`src/inc/vic_pkg.sv`:
```
// Purpose: shared constants for the virtual cpu interface control block
// Assumes: word-aligned byte offsets on the documented register port
// Notes: offsets are byte addresses within the virtual interface space
package vic_pkg;
	localparam int unsigned VIC_ADDR_W = 13;
	localparam int unsigned VIC_DATA_W = 32;
	localparam int unsigned VIC_ID_W = 10;
	localparam int unsigned VIC_BP_W = 3;

	// register offsets
	localparam logic [12:0] VIC_OFS_CONTROL = 13'h0000;
	localparam logic [12:0] VIC_OFS_ACK = 13'h000C;
	localparam logic [12:0] VIC_OFS_EOI = 13'h0010;
	localparam logic [12:0] VIC_OFS_ALIAS_ACK = 13'h0020;
	localparam logic [12:0] VIC_OFS_ALIAS_EOI = 13'h0024;
	localparam logic [12:0] VIC_OFS_DEACTIVATE = 13'h1000;

	// control register fields
	localparam int unsigned VIC_BIT_GRP0_EN = 0;
	localparam int unsigned VIC_BIT_GRP1_EN = 1;
	localparam int unsigned VIC_BIT_ACK_CONTROL = 2;
	localparam int unsigned VIC_BIT_FAST_SEL = 3;
	localparam int unsigned VIC_BIT_COMMON_BP = 4;
	localparam int unsigned VIC_BIT_SPLIT = 9;
	localparam logic [31:0] VIC_CONTROL_RESET = 32'h0000_0000;
	localparam logic [31:0] VIC_CONTROL_MASK = 32'h0000_021F;

	// interrupt ids answered by the acknowledge registers
	localparam logic [9:0] VIC_ID_GRP1_HIDDEN = 10'h03FE;
	localparam logic [9:0] VIC_ID_SPURIOUS = 10'h03FF;

	// what a completion request does to the list registers
	typedef enum logic [1:0]
	{
		VIC_OP_NONE = 2'b00,
		VIC_OP_DROP = 2'b01,
		VIC_OP_DROP_DEACT = 2'b10,
		VIC_OP_DEACT = 2'b11
	} vic_op_t;
endpackage

```
`src/inc/vic_done_if.sv`:
```
// Purpose: carries completion and acknowledge requests to the sequencer
// Assumes: one clock; requests are single-cycle strobes
// Notes: op and id are meaningful only while a strobe is high
interface vic_done_if;
	import vic_pkg::*;
	vic_op_t op;
	logic ack;
	logic [VIC_ID_W-1:0] id;
	modport ctl (output op, output ack, output id);
	modport seq (input op, input ack, input id);
endinterface

```
`src/vic_completion.sv`:
```
// Purpose: turns completion requests into list register and distributor strobes
// Assumes: at most one request per cycle from the control logic
// Notes: every output is registered, one cycle after the request
module vic_completion
	import vic_pkg::*;
(
	// clock and reset
	input wire logic i_clock,
	input wire logic i_arst_n,
	// requests
	vic_done_if.seq req,
	// list register updates
	output logic o_lr_drop,
	output logic o_lr_deact,
	output logic o_lr_ack,
	output logic [VIC_ID_W-1:0] o_lr_id,
	// distributor completion
	output logic o_dist_done,
	output logic [VIC_ID_W-1:0] o_dist_id
);
	wire drop_w = (req.op == VIC_OP_DROP) || (req.op == VIC_OP_DROP_DEACT);
	wire deact_w = (req.op == VIC_OP_DEACT) || (req.op == VIC_OP_DROP_DEACT);
	wire any_w = drop_w || deact_w || req.ack;

	always_ff @(posedge i_clock or negedge i_arst_n)
	begin
		if (!i_arst_n)
		begin
			o_lr_drop <= 1'b0;
			o_lr_deact <= 1'b0;
			o_lr_ack <= 1'b0;
			o_dist_done <= 1'b0;
			o_lr_id <= '0;
			o_dist_id <= '0;
		end
		else
		begin
			o_lr_drop <= drop_w;
			o_lr_deact <= deact_w;
			o_lr_ack <= req.ack;
			o_dist_done <= deact_w;
			if (any_w)
				o_lr_id <= req.id;
			if (deact_w)
				o_dist_id <= req.id;
		end
	end
endmodule

```
`src/vic_control.sv`:
```
// Purpose: control register and end-of-interrupt steering of a virtual cpu interface
// Assumes: register port and list register view are synchronous to i_clock
// Notes: binary point values and list register storage live outside this block
import vic_pkg::*;

// What this block does
// - combined mode: end write drops and deactivates
// - combined end write updates entry, notifies distributor
// - split mode: end write only drops priority
// - split end write records drop in entry
// - split deactivate write deactivates, notifies distributor
// - common point clear: separate points per group
// - common point set: main point for both
// - fast select presents group 0 as fast
// - ack control clear: group 1 reads 1022 at the ack register
// - ack control set: group 1 acknowledged
// - group 1 enable gates group 1 signalling
// - group 0 enable gates group 0 signalling
// - disabled group acknowledge reads return spurious
// - group taken from list entry group bit
// - control at offset zero, resets zero
module vic_control
	import vic_pkg::*;
(
	// clock and reset
	input wire logic i_clock,
	input wire logic i_arst_n,
	// register port
	input wire logic i_reg_sel,
	input wire logic i_reg_write,
	input wire logic [VIC_ADDR_W-1:0] i_reg_addr,
	input wire logic [VIC_DATA_W-1:0] i_reg_wdata,
	output logic o_reg_rvalid,
	output logic [VIC_DATA_W-1:0] o_reg_rdata,
	// highest pending virtual interrupt from the list registers
	input wire logic i_hp_valid,
	input wire logic i_hp_group1,
	input wire logic [VIC_ID_W-1:0] i_hp_id,
	// binary point values held elsewhere
	input wire logic [VIC_BP_W-1:0] i_binary_point,
	input wire logic [VIC_BP_W-1:0] i_aliased_binary_point,
	output logic [VIC_BP_W-1:0] o_grp0_binary_point,
	output logic [VIC_BP_W-1:0] o_grp1_binary_point,
	// signalling to the virtual machine
	output logic o_virtual_irq,
	output logic o_fast_interrupt_request,
	// list register updates
	output logic o_lr_drop,
	output logic o_lr_deact,
	output logic o_lr_ack,
	output logic [VIC_ID_W-1:0] o_lr_id,
	// distributor completion
	output logic o_dist_done,
	output logic [VIC_ID_W-1:0] o_dist_id
);
	function automatic logic [VIC_DATA_W-1:0] widen_id(input logic [VIC_ID_W-1:0] id);
		widen_id = {{(VIC_DATA_W-VIC_ID_W){1'b0}}, id};
	endfunction

	logic [VIC_DATA_W-1:0] control_q;
	logic [VIC_DATA_W-1:0] control_d;
	logic [VIC_DATA_W-1:0] rdata_d;
	logic irq_d;
	logic fast_req_d;

	// address decode
	wire rd_w = i_reg_sel && !i_reg_write;
	wire wr_w = i_reg_sel && i_reg_write;
	wire hit_control = (i_reg_addr == VIC_OFS_CONTROL);
	wire hit_ack = (i_reg_addr == VIC_OFS_ACK);
	wire hit_eoi = (i_reg_addr == VIC_OFS_EOI);
	wire hit_alias_ack = (i_reg_addr == VIC_OFS_ALIAS_ACK);
	wire hit_alias_eoi = (i_reg_addr == VIC_OFS_ALIAS_EOI);
	wire hit_deact = (i_reg_addr == VIC_OFS_DEACTIVATE);

	// control fields
	wire grp0_en = control_q[VIC_BIT_GRP0_EN];
	wire grp1_en = control_q[VIC_BIT_GRP1_EN];
	wire group1_ack_control = control_q[VIC_BIT_ACK_CONTROL];
	wire fast_sel = control_q[VIC_BIT_FAST_SEL];
	wire common_bp = control_q[VIC_BIT_COMMON_BP];
	wire split_mode = control_q[VIC_BIT_SPLIT];

	// group of the pending interrupt comes from its list entry
	wire hp_grp1 = i_hp_valid && i_hp_group1;
	wire hp_grp0 = i_hp_valid && !i_hp_group1;
	wire hp_on = (hp_grp0 && grp0_en) || (hp_grp1 && grp1_en);

	// acknowledge register answer
	wire ack_takes = (hp_grp0 && grp0_en) || (hp_grp1 && grp1_en && group1_ack_control);
	wire ack_hidden = hp_grp1 && grp1_en && !group1_ack_control;
	wire [VIC_ID_W-1:0] ack_id = ack_takes ? i_hp_id
		: ack_hidden ? VIC_ID_GRP1_HIDDEN
		: VIC_ID_SPURIOUS;

	// aliased acknowledge answers group 1 only
	wire alias_takes = hp_grp1 && grp1_en;
	wire [VIC_ID_W-1:0] alias_id = alias_takes ? i_hp_id : VIC_ID_SPURIOUS;

	wire take_ack = rd_w && ((hit_ack && ack_takes) || (hit_alias_ack && alias_takes));

	// completion requests
	wire eoi_w = wr_w && (hit_eoi || hit_alias_eoi);
	// a deactivate write in combined mode has no defined effect, so it is dropped
	wire deact_w = wr_w && hit_deact && split_mode;
	wire [VIC_ID_W-1:0] wr_id = i_reg_wdata[VIC_ID_W-1:0];

	vic_done_if done_bus();

	assign done_bus.op = (eoi_w && !split_mode) ? VIC_OP_DROP_DEACT
		: eoi_w ? VIC_OP_DROP
		: deact_w ? VIC_OP_DEACT
		: VIC_OP_NONE;
	assign done_bus.ack = take_ack;
	assign done_bus.id = take_ack ? (hit_ack ? i_hp_id : alias_id) : wr_id;

	vic_completion u_completion
	(
		.i_clock(i_clock),
		.i_arst_n(i_arst_n),
		.req(done_bus.seq),
		.o_lr_drop(o_lr_drop),
		.o_lr_deact(o_lr_deact),
		.o_lr_ack(o_lr_ack),
		.o_lr_id(o_lr_id),
		.o_dist_done(o_dist_done),
		.o_dist_id(o_dist_id)
	);

	// control register write, reserved bits discarded
	assign control_d = (wr_w && hit_control) ? (i_reg_wdata & VIC_CONTROL_MASK) : control_q;

	// read mux; unmapped and write-only offsets read as zero
	always_comb
	begin
		rdata_d = '0;
		if (hit_control)
			rdata_d = control_q;
		else if (hit_ack)
			rdata_d = widen_id(ack_id);
		else if (hit_alias_ack)
			rdata_d = widen_id(alias_id);
	end

	// signalling: group 1 is always a normal request
	assign fast_req_d = hp_on && hp_grp0 && fast_sel;
	assign irq_d = hp_on && !(hp_grp0 && fast_sel);

	always_ff @(posedge i_clock or negedge i_arst_n)
	begin
		if (!i_arst_n)
			control_q <= VIC_CONTROL_RESET;
		else
			control_q <= control_d;
	end

	always_ff @(posedge i_clock or negedge i_arst_n)
	begin
		if (!i_arst_n)
		begin
			o_reg_rvalid <= 1'b0;
			o_reg_rdata <= '0;
		end
		else
		begin
			o_reg_rvalid <= rd_w;
			if (rd_w)
				o_reg_rdata <= rdata_d;
		end
	end

	always_ff @(posedge i_clock or negedge i_arst_n)
	begin
		if (!i_arst_n)
		begin
			o_virtual_irq <= 1'b0;
			o_fast_interrupt_request <= 1'b0;
		end
		else
		begin
			o_virtual_irq <= irq_d;
			o_fast_interrupt_request <= fast_req_d;
		end
	end

	always_ff @(posedge i_clock or negedge i_arst_n)
	begin
		if (!i_arst_n)
		begin
			o_grp0_binary_point <= '0;
			o_grp1_binary_point <= '0;
		end
		else
		begin
			o_grp0_binary_point <= i_binary_point;
			o_grp1_binary_point <= common_bp ? i_binary_point : i_aliased_binary_point;
		end
	end
endmodule

```
`config.mk`:
```
export PLATFORM = sky130hd
export DESIGN_NAME = vic_control
export DESIGN_NICKNAME = d
export VERILOG_FILES = /design/src/inc/vic_pkg.sv /design/src/inc/vic_done_if.sv /design/src/vic_completion.sv /design/src/vic_control.sv
export SDC_FILE = /design/constraint.sdc
export NUM_CORES = 1
export LEC_CHECK = 0
export BUFFER_PORTS_ARGS = -buffer_cell sky130_fd_sc_hd__buf_4
export CAP_MARGIN = 40
export CORE_AREA = 2 2 80 82
export DETAILED_ROUTE_END_ITERATION = 16
export DIE_AREA = 0 0 82 84
export PLACE_DENSITY = 0.83
export SETUP_SLACK_MARGIN = 0.4
export SLEW_MARGIN = 30
export SYNTH_ARGS = -nofsm -noshare
export SYNTH_HDL_FRONTEND = slang
export SYNTH_HIERARCHICAL = 1
export SYNTH_SLANG_ARGS = --single-unit
```
`constraint.sdc`:
```
create_clock -name i_clock -period 2.7 [get_ports i_clock]
set_input_delay 0.405 -clock i_clock [delete_from_list [all_inputs] [get_ports i_clock]]
set_output_delay 0.405 -clock i_clock [all_outputs]
set_load 0.05 [all_outputs]
```
## After elaboration in Yosys (flattened, before gate mapping)

Index checks and enable logic that the tools add are counted.
W data, S select, Z words.

| storage, ports and cells | value |
|---|---|
| register bits after elaboration | 70 |
| bits of input ports | 67 |
| word-level logic and storage cells | 66 |

| cells by class | value |
|---|---|
| equality and inequality tests | 8 |
| muxes and demuxes | 12 |
| reductions and logical operators | 34 |

Operators by type and width:

| kind | count |
|---|---|
| $mux W32 | 2 |
| $mux W10 | 5 |
| $eq A13 B6 Y1 const B | 2 |
| $logic_and A1 B1 Y1 | 20 |
| $eq A13 B13 Y1 const B | 1 |
| $eq A13 B4 Y1 const B | 1 |
| $eq A13 B5 Y1 const B | 1 |
| $logic_not A13 Y1 | 1 |
| $logic_or A1 B1 Y1 | 8 |
| $mux W2 | 3 |
| $logic_not A1 Y1 | 5 |
| $eq A2 B2 Y1 const B | 2 |
| $mux W3 | 1 |
| $eq A2 B1 Y1 const B | 1 |
| $mux W1 | 1 |

## Logic depth before layout (Yosys ltp)

| logic depth | value |
|---|---|
| depth after elaboration | 10 |
| mapped depth | 9 |

## Cells and area by module

Netlist, hierarchy kept.

Modules (own cells, without submodules):

| module | instances | cells an instance | area each (um^2) |
|---|---|---|---|
| vic_control | 1 | 189 | 1750.4 |
| vic_completion | 1 | 54 | 934.6 |

## Worst setup path before layout

OpenSTA, ideal clock, no wires.

| timing path | value |
|---|---|
| path kind | input port to flip-flop |
| start point | in i_reg_addr[9] |
| end point | reg u_completion.o_lr_id[0] |
| library setup time | 0.125 ns |
| arrival | 2.332 ns |
| data required time | 2.575 ns |
| setup slack | 0.242 ns |
| stages on the path | 9 |
| cell sequence | nor4_4 > nand2_1 > or4_1 > a21oi_1 > inv_1 > ha_1 > nand2b_4 > buf_6 > mux2_4 |

| between the ends | value |
|---|---|
| word-level cells in the longest chain between the ends | 10 |
| elaborated cells between the ends (all ways) | 26 |
| classes of those cells | 8 x eq/ne; 5 x mux; 13 x reduce/logical |

RTL lines:

| item | line | source |
|---|---|---|
| from (decl) | vic_control.sv:31 | `input wire logic [VIC_ADDR_W-1:0] i_reg_addr,` |
| $eq A13 B13 Y1 | vic_control.sv:74 | `wire hit_deact = (i_reg_addr == VIC_OFS_DEACTIVATE);` |
| $logic_and A1 B1 Y1 (2 in a row) | vic_control.sv:105 | `wire deact_w = wr_w && hit_deact && split_mode;` |
| $mux W2 | vic_control.sv:112 | `: deact_w ? VIC_OP_DEACT` |
| $mux W2 | vic_control.sv:111 | `: eoi_w ? VIC_OP_DROP` |
| $mux W2 (*) | vic_control.sv:110 | `assign done_bus.op = (eoi_w && !split_mode) ? VIC_OP_DROP_DEACT` |
| named net done_bus.op[1] | vic_done_if.sv:6 | `vic_op_t op;` |
| $eq A2 B1 Y1 (tied with other cells) | vic_completion.sv:21 | `wire drop_w = (req.op == VIC_OP_DROP) \|\| (req.op == VIC_OP_DROP_DEACT);` |
| $logic_or A1 B1 Y1, on equally long branches | vic_completion.sv:21, vic_completion.sv:22 |  |
| $logic_or A1 B1 Y1 (*) (2 in a row) | vic_completion.sv:23 | `wire any_w = drop_w \|\| deact_w \|\| req.ack;` |
| to (signal assigned) | vic_completion.sv:43 | `o_lr_id <= req.id;` |
| to (decl) | vic_completion.sv:16 | `output logic [VIC_ID_W-1:0] o_lr_id,` |

Mark *: on every way through the listed nets, which the timed path passes. The rest lies on a longest branch.
A chain may end at the register's enable or synchronous reset.

## Worst setup path after layout

| timing path | value |
|---|---|
| start point | in i_reg_addr[10] |
| end point | reg u_completion.o_lr_id[4] |

The elaborated chain is that of the path after synthesis.

==> impl_metrics.yaml <==
final_layout:
  design_area_mm2: 0.00346
  fin_cells: 409
  drive_gt1_frac: 0.413
  layout.nets: 402
  final_cell_mix: "95 x buf_4, 48 x dfrtp_1, 22 x conb_1"
  final_common_cell: "buf_4"
  diodes: 0
  area_growth_syn_to_layout_pct: 28.8
logic_synthesis:
  ys_ff_latch: 48
  yosysSeqAreaShare: 0.447
  netlist_instances: 243
  syn_area_per_cell_um2: 11.0
  synth_area_mm2: 0.00269
  yosysWarnings: 6
  synth_cell_type_count: 45
drt:
  avgRoutedWirePerCell_um: 14.8
  met3_length_um: 398
  wl_met2_mm: 2.98
  vias: 2094
  drc: 0
  drtPass1Iterations: 4
  vias_per_cell: 5.12
  drtIter0Drc: 187
  ant_nets: 0
  routed.top_layer: "met4"
  drt-met1-wl_mm: 2.52
  totalWireLength_mm: 6.05
setup_path:
  startpoint: "i_reg_addr[10]"
  cp-end-kind: "flip-flop"
  worstPathCellList: "buf_4 > nor4_4 > nand2_1 > or4_1 > a21oi_2 > inv_1 > ha_2 > nand2b_4 > mux2_4"
  cp.required_ns: 2.89
  path_max_fanout: 10
  cp.arrival_ns: 2.38
  crit_type: "in -> reg"
  startpoint_type: "input port"
  crit_path_max_incr_delay_ns: 0.50
  cp_top_family: "simple AND/OR/NAND/NOR gates"
  path_buf_inv: 2
  timing.rr.start: "control_q[9]"
  cp_slowest_cell: "or4_1"
die:
  start_util: 0.440
  die_area_mm2: 0.00689
  die_w_um: 82
  row_count: 29
  io-pin-count: 132
  die_y_um: 84
  core-area_mm2: 0.00610
pwr:
  leakagePower_uw: 0.00172
  vdd_ir_drop_max_uv: 240
  p_per_area_mw_per_mm2: 398
placement:
  placed_cell_area_mm2: 0.00336
  dp_cells: 402
  gp_congestion: 0.927
  post-dp-hpwl_mm: 4.67
  dpl_worst_slack_ns: 0.184
  io_buffers: 87
sta:
  whs_ns: 0.104
  finalSetupTns_ns: 0
  clock-skew-final_ns: 0.00694
  slew_headroom: 0.610
  finalSetupViolCount: 0
  slew_violations: 0
  rsz0062_at_grt: "false"
  clock.fmax_mhz: 456
  worst_slack_ns: 0.506
  worst_pin_slew_ns: 0.585
  fin_crit_sh: 0.813
  hold_viol_final: 0
  period_minus_slack_ns: 2.19
clock_network:
  cts_setup_buffers: 0
  clkTransAtPathRegs_ns: 0.09
  htreeDepth: 2
  insertion_delay_ns: 0.30
  cts_made_buffers: 5
  cts.sinks: 48
  root_buffer: "clkbuf_8"
  cts.path.max_buffers: 2
  cts_tree: "done"
global_routing:
  grt_pass1_wl_mm: 9.79
  gr-usage-all-layers: 0.184
  antenna_found_initial: 0
  grt_overflow: 0
  grt_max_degree: 49
  first_global_vias: 2007
outcome:
  status: "complete, no violations"
hold_path:
  hp-class: "in -> async"
flow_run:
  cap_viol_max_count: 0
[worst reg2reg max path: stages (launching register included)]
cell and delay [ns]:
dfrtp_1 0.41, or4_1 0.55, a21oi_2 0.20, inv_1 0.06
ha_2 0.18, nand2b_4 0.20, mux2_4 0.33
[per-layer routing]
layer,vias up,global-route usage
met2,90,0.310
li1,999,-
met1,988,0.234
met4,0,0.0515
met5,-,0
met3,17,0.0422
[flip-flops by register name (all words and copies together), names as in the netlist]
register	count
control_q	6
u_completion/o_lr_drop	1
u_completion/o_lr_ack	1
u_completion/o_dist_id	10
o_fast_interrupt_request	1
u_completion/o_lr_id	10
o_grp0_binary_point	3
o_reg_rdata	10
o_reg_rvalid	1
u_completion/o_dist_done	1
o_grp1_binary_point	3
o_virtual_irq	1
[power by group]
part | switching, uW | total (uW) | internal [uW]
logic | 149 | 213 | 64.7
clock network | 233 | 437 | 204
registers | 2.00 | 726 | 724
[synth_stat cells (all sizes together)]
| cell | instances | share of area |
|---|---|---|
| a21boi | 1 | 0.0028 |
| a21oi | 11 | 0.021 |
| a22oi | 1 | 0.0028 |
| a31oi | 6 | 0.014 |
| a32oi | 1 | 0.0033 |
| and2 | 7 | 0.016 |
| and2b | 1 | 0.0028 |
| and3 | 4 | 0.0093 |
| and4 | 2 | 0.0065 |
| and4b | 1 | 0.0037 |
| and4bb | 1 | 0.0047 |
| buf | 32 | 0.089 |
| clkbuf | 3 | 0.0042 |
| clkinv | 1 | 0.0014 |
| conb | 1 | 0.0014 |
| dfrtp | 48 | 0.45 |
| ha | 3 | 0.014 |
| inv | 16 | 0.022 |
| mux2 | 28 | 0.13 |
| mux2i | 12 | 0.045 |
| nand2 | 8 | 0.011 |
| nand2b | 7 | 0.019 |
| nand3 | 1 | 0.0019 |
| nand4 | 3 | 0.0070 |
| nor2 | 2 | 0.0028 |
| nor2b | 3 | 0.0070 |
| nor3 | 8 | 0.015 |
| nor3b | 2 | 0.0056 |
| nor4 | 3 | 0.021 |
| o2111ai | 1 | 0.0033 |
| o211ai | 8 | 0.022 |
| o21ai | 8 | 0.015 |
| o221ai | 5 | 0.016 |
| o31a | 1 | 0.0033 |
| o31ai | 1 | 0.0028 |
| or2 | 1 | 0.0023 |
| or4 | 1 | 0.0028 |
[area by class of cell]
cell class              instances  area, um2
fillers                       525       2640
multi-input cells             164       1270
flip-flops and latches         48       1200
repair buffers                 96        733
well taps                      77       96.3
clock buffers                   6       82.6
inverters                      17       63.8
clock inverters                 1       8.76
[logic make-up (layout without fill, tap and decap cells)]
logic type      Yosys count  count (layout)  synth area share
simple gates             55              55             0.138
buf+inv                  52             120             0.116
flops                    48              48             0.447
compound gates           44              44             0.106
mux                      40              40             0.176
fa+ha+maj                 3               3            0.0140
other cells               1              22           0.00140
[per-stage QoR]
step | utilization | total power [uW]
after CTS | 0.566 | 1390
after floorplan | - | 883
final | 0.567 | 1380
after global placement | 0.551 | 949
after global routing | 0.567 | 1440
after detailed placement | 0.551 | 952
[path summary, 6_finish.rpt]
check                                       endpoint  depth (start not counted)  slack (ns)
max in group asynchronous               control_q[3]                          1        2.20
min in group i_clock          o_grp0_binary_point[2]                          1        0.22
min reg2reg                u_completion/o_dist_id[6]                          1        0.51
min                           o_grp0_binary_point[2]                          1        0.10
max                          u_completion/o_lr_id[4]                          9        0.51
max reg2reg                  u_completion/o_lr_id[4]                          6        0.66
[what timing repair did]
action / 4_1_cts / 5_1_grt
gates resized for setup: 0 / 1
hold endpoints to repair: 0 / 0
endpoints found under the setup margin: 0 / 3
hold buffers: 0 / 0
(Power assumes the default switching activity.)
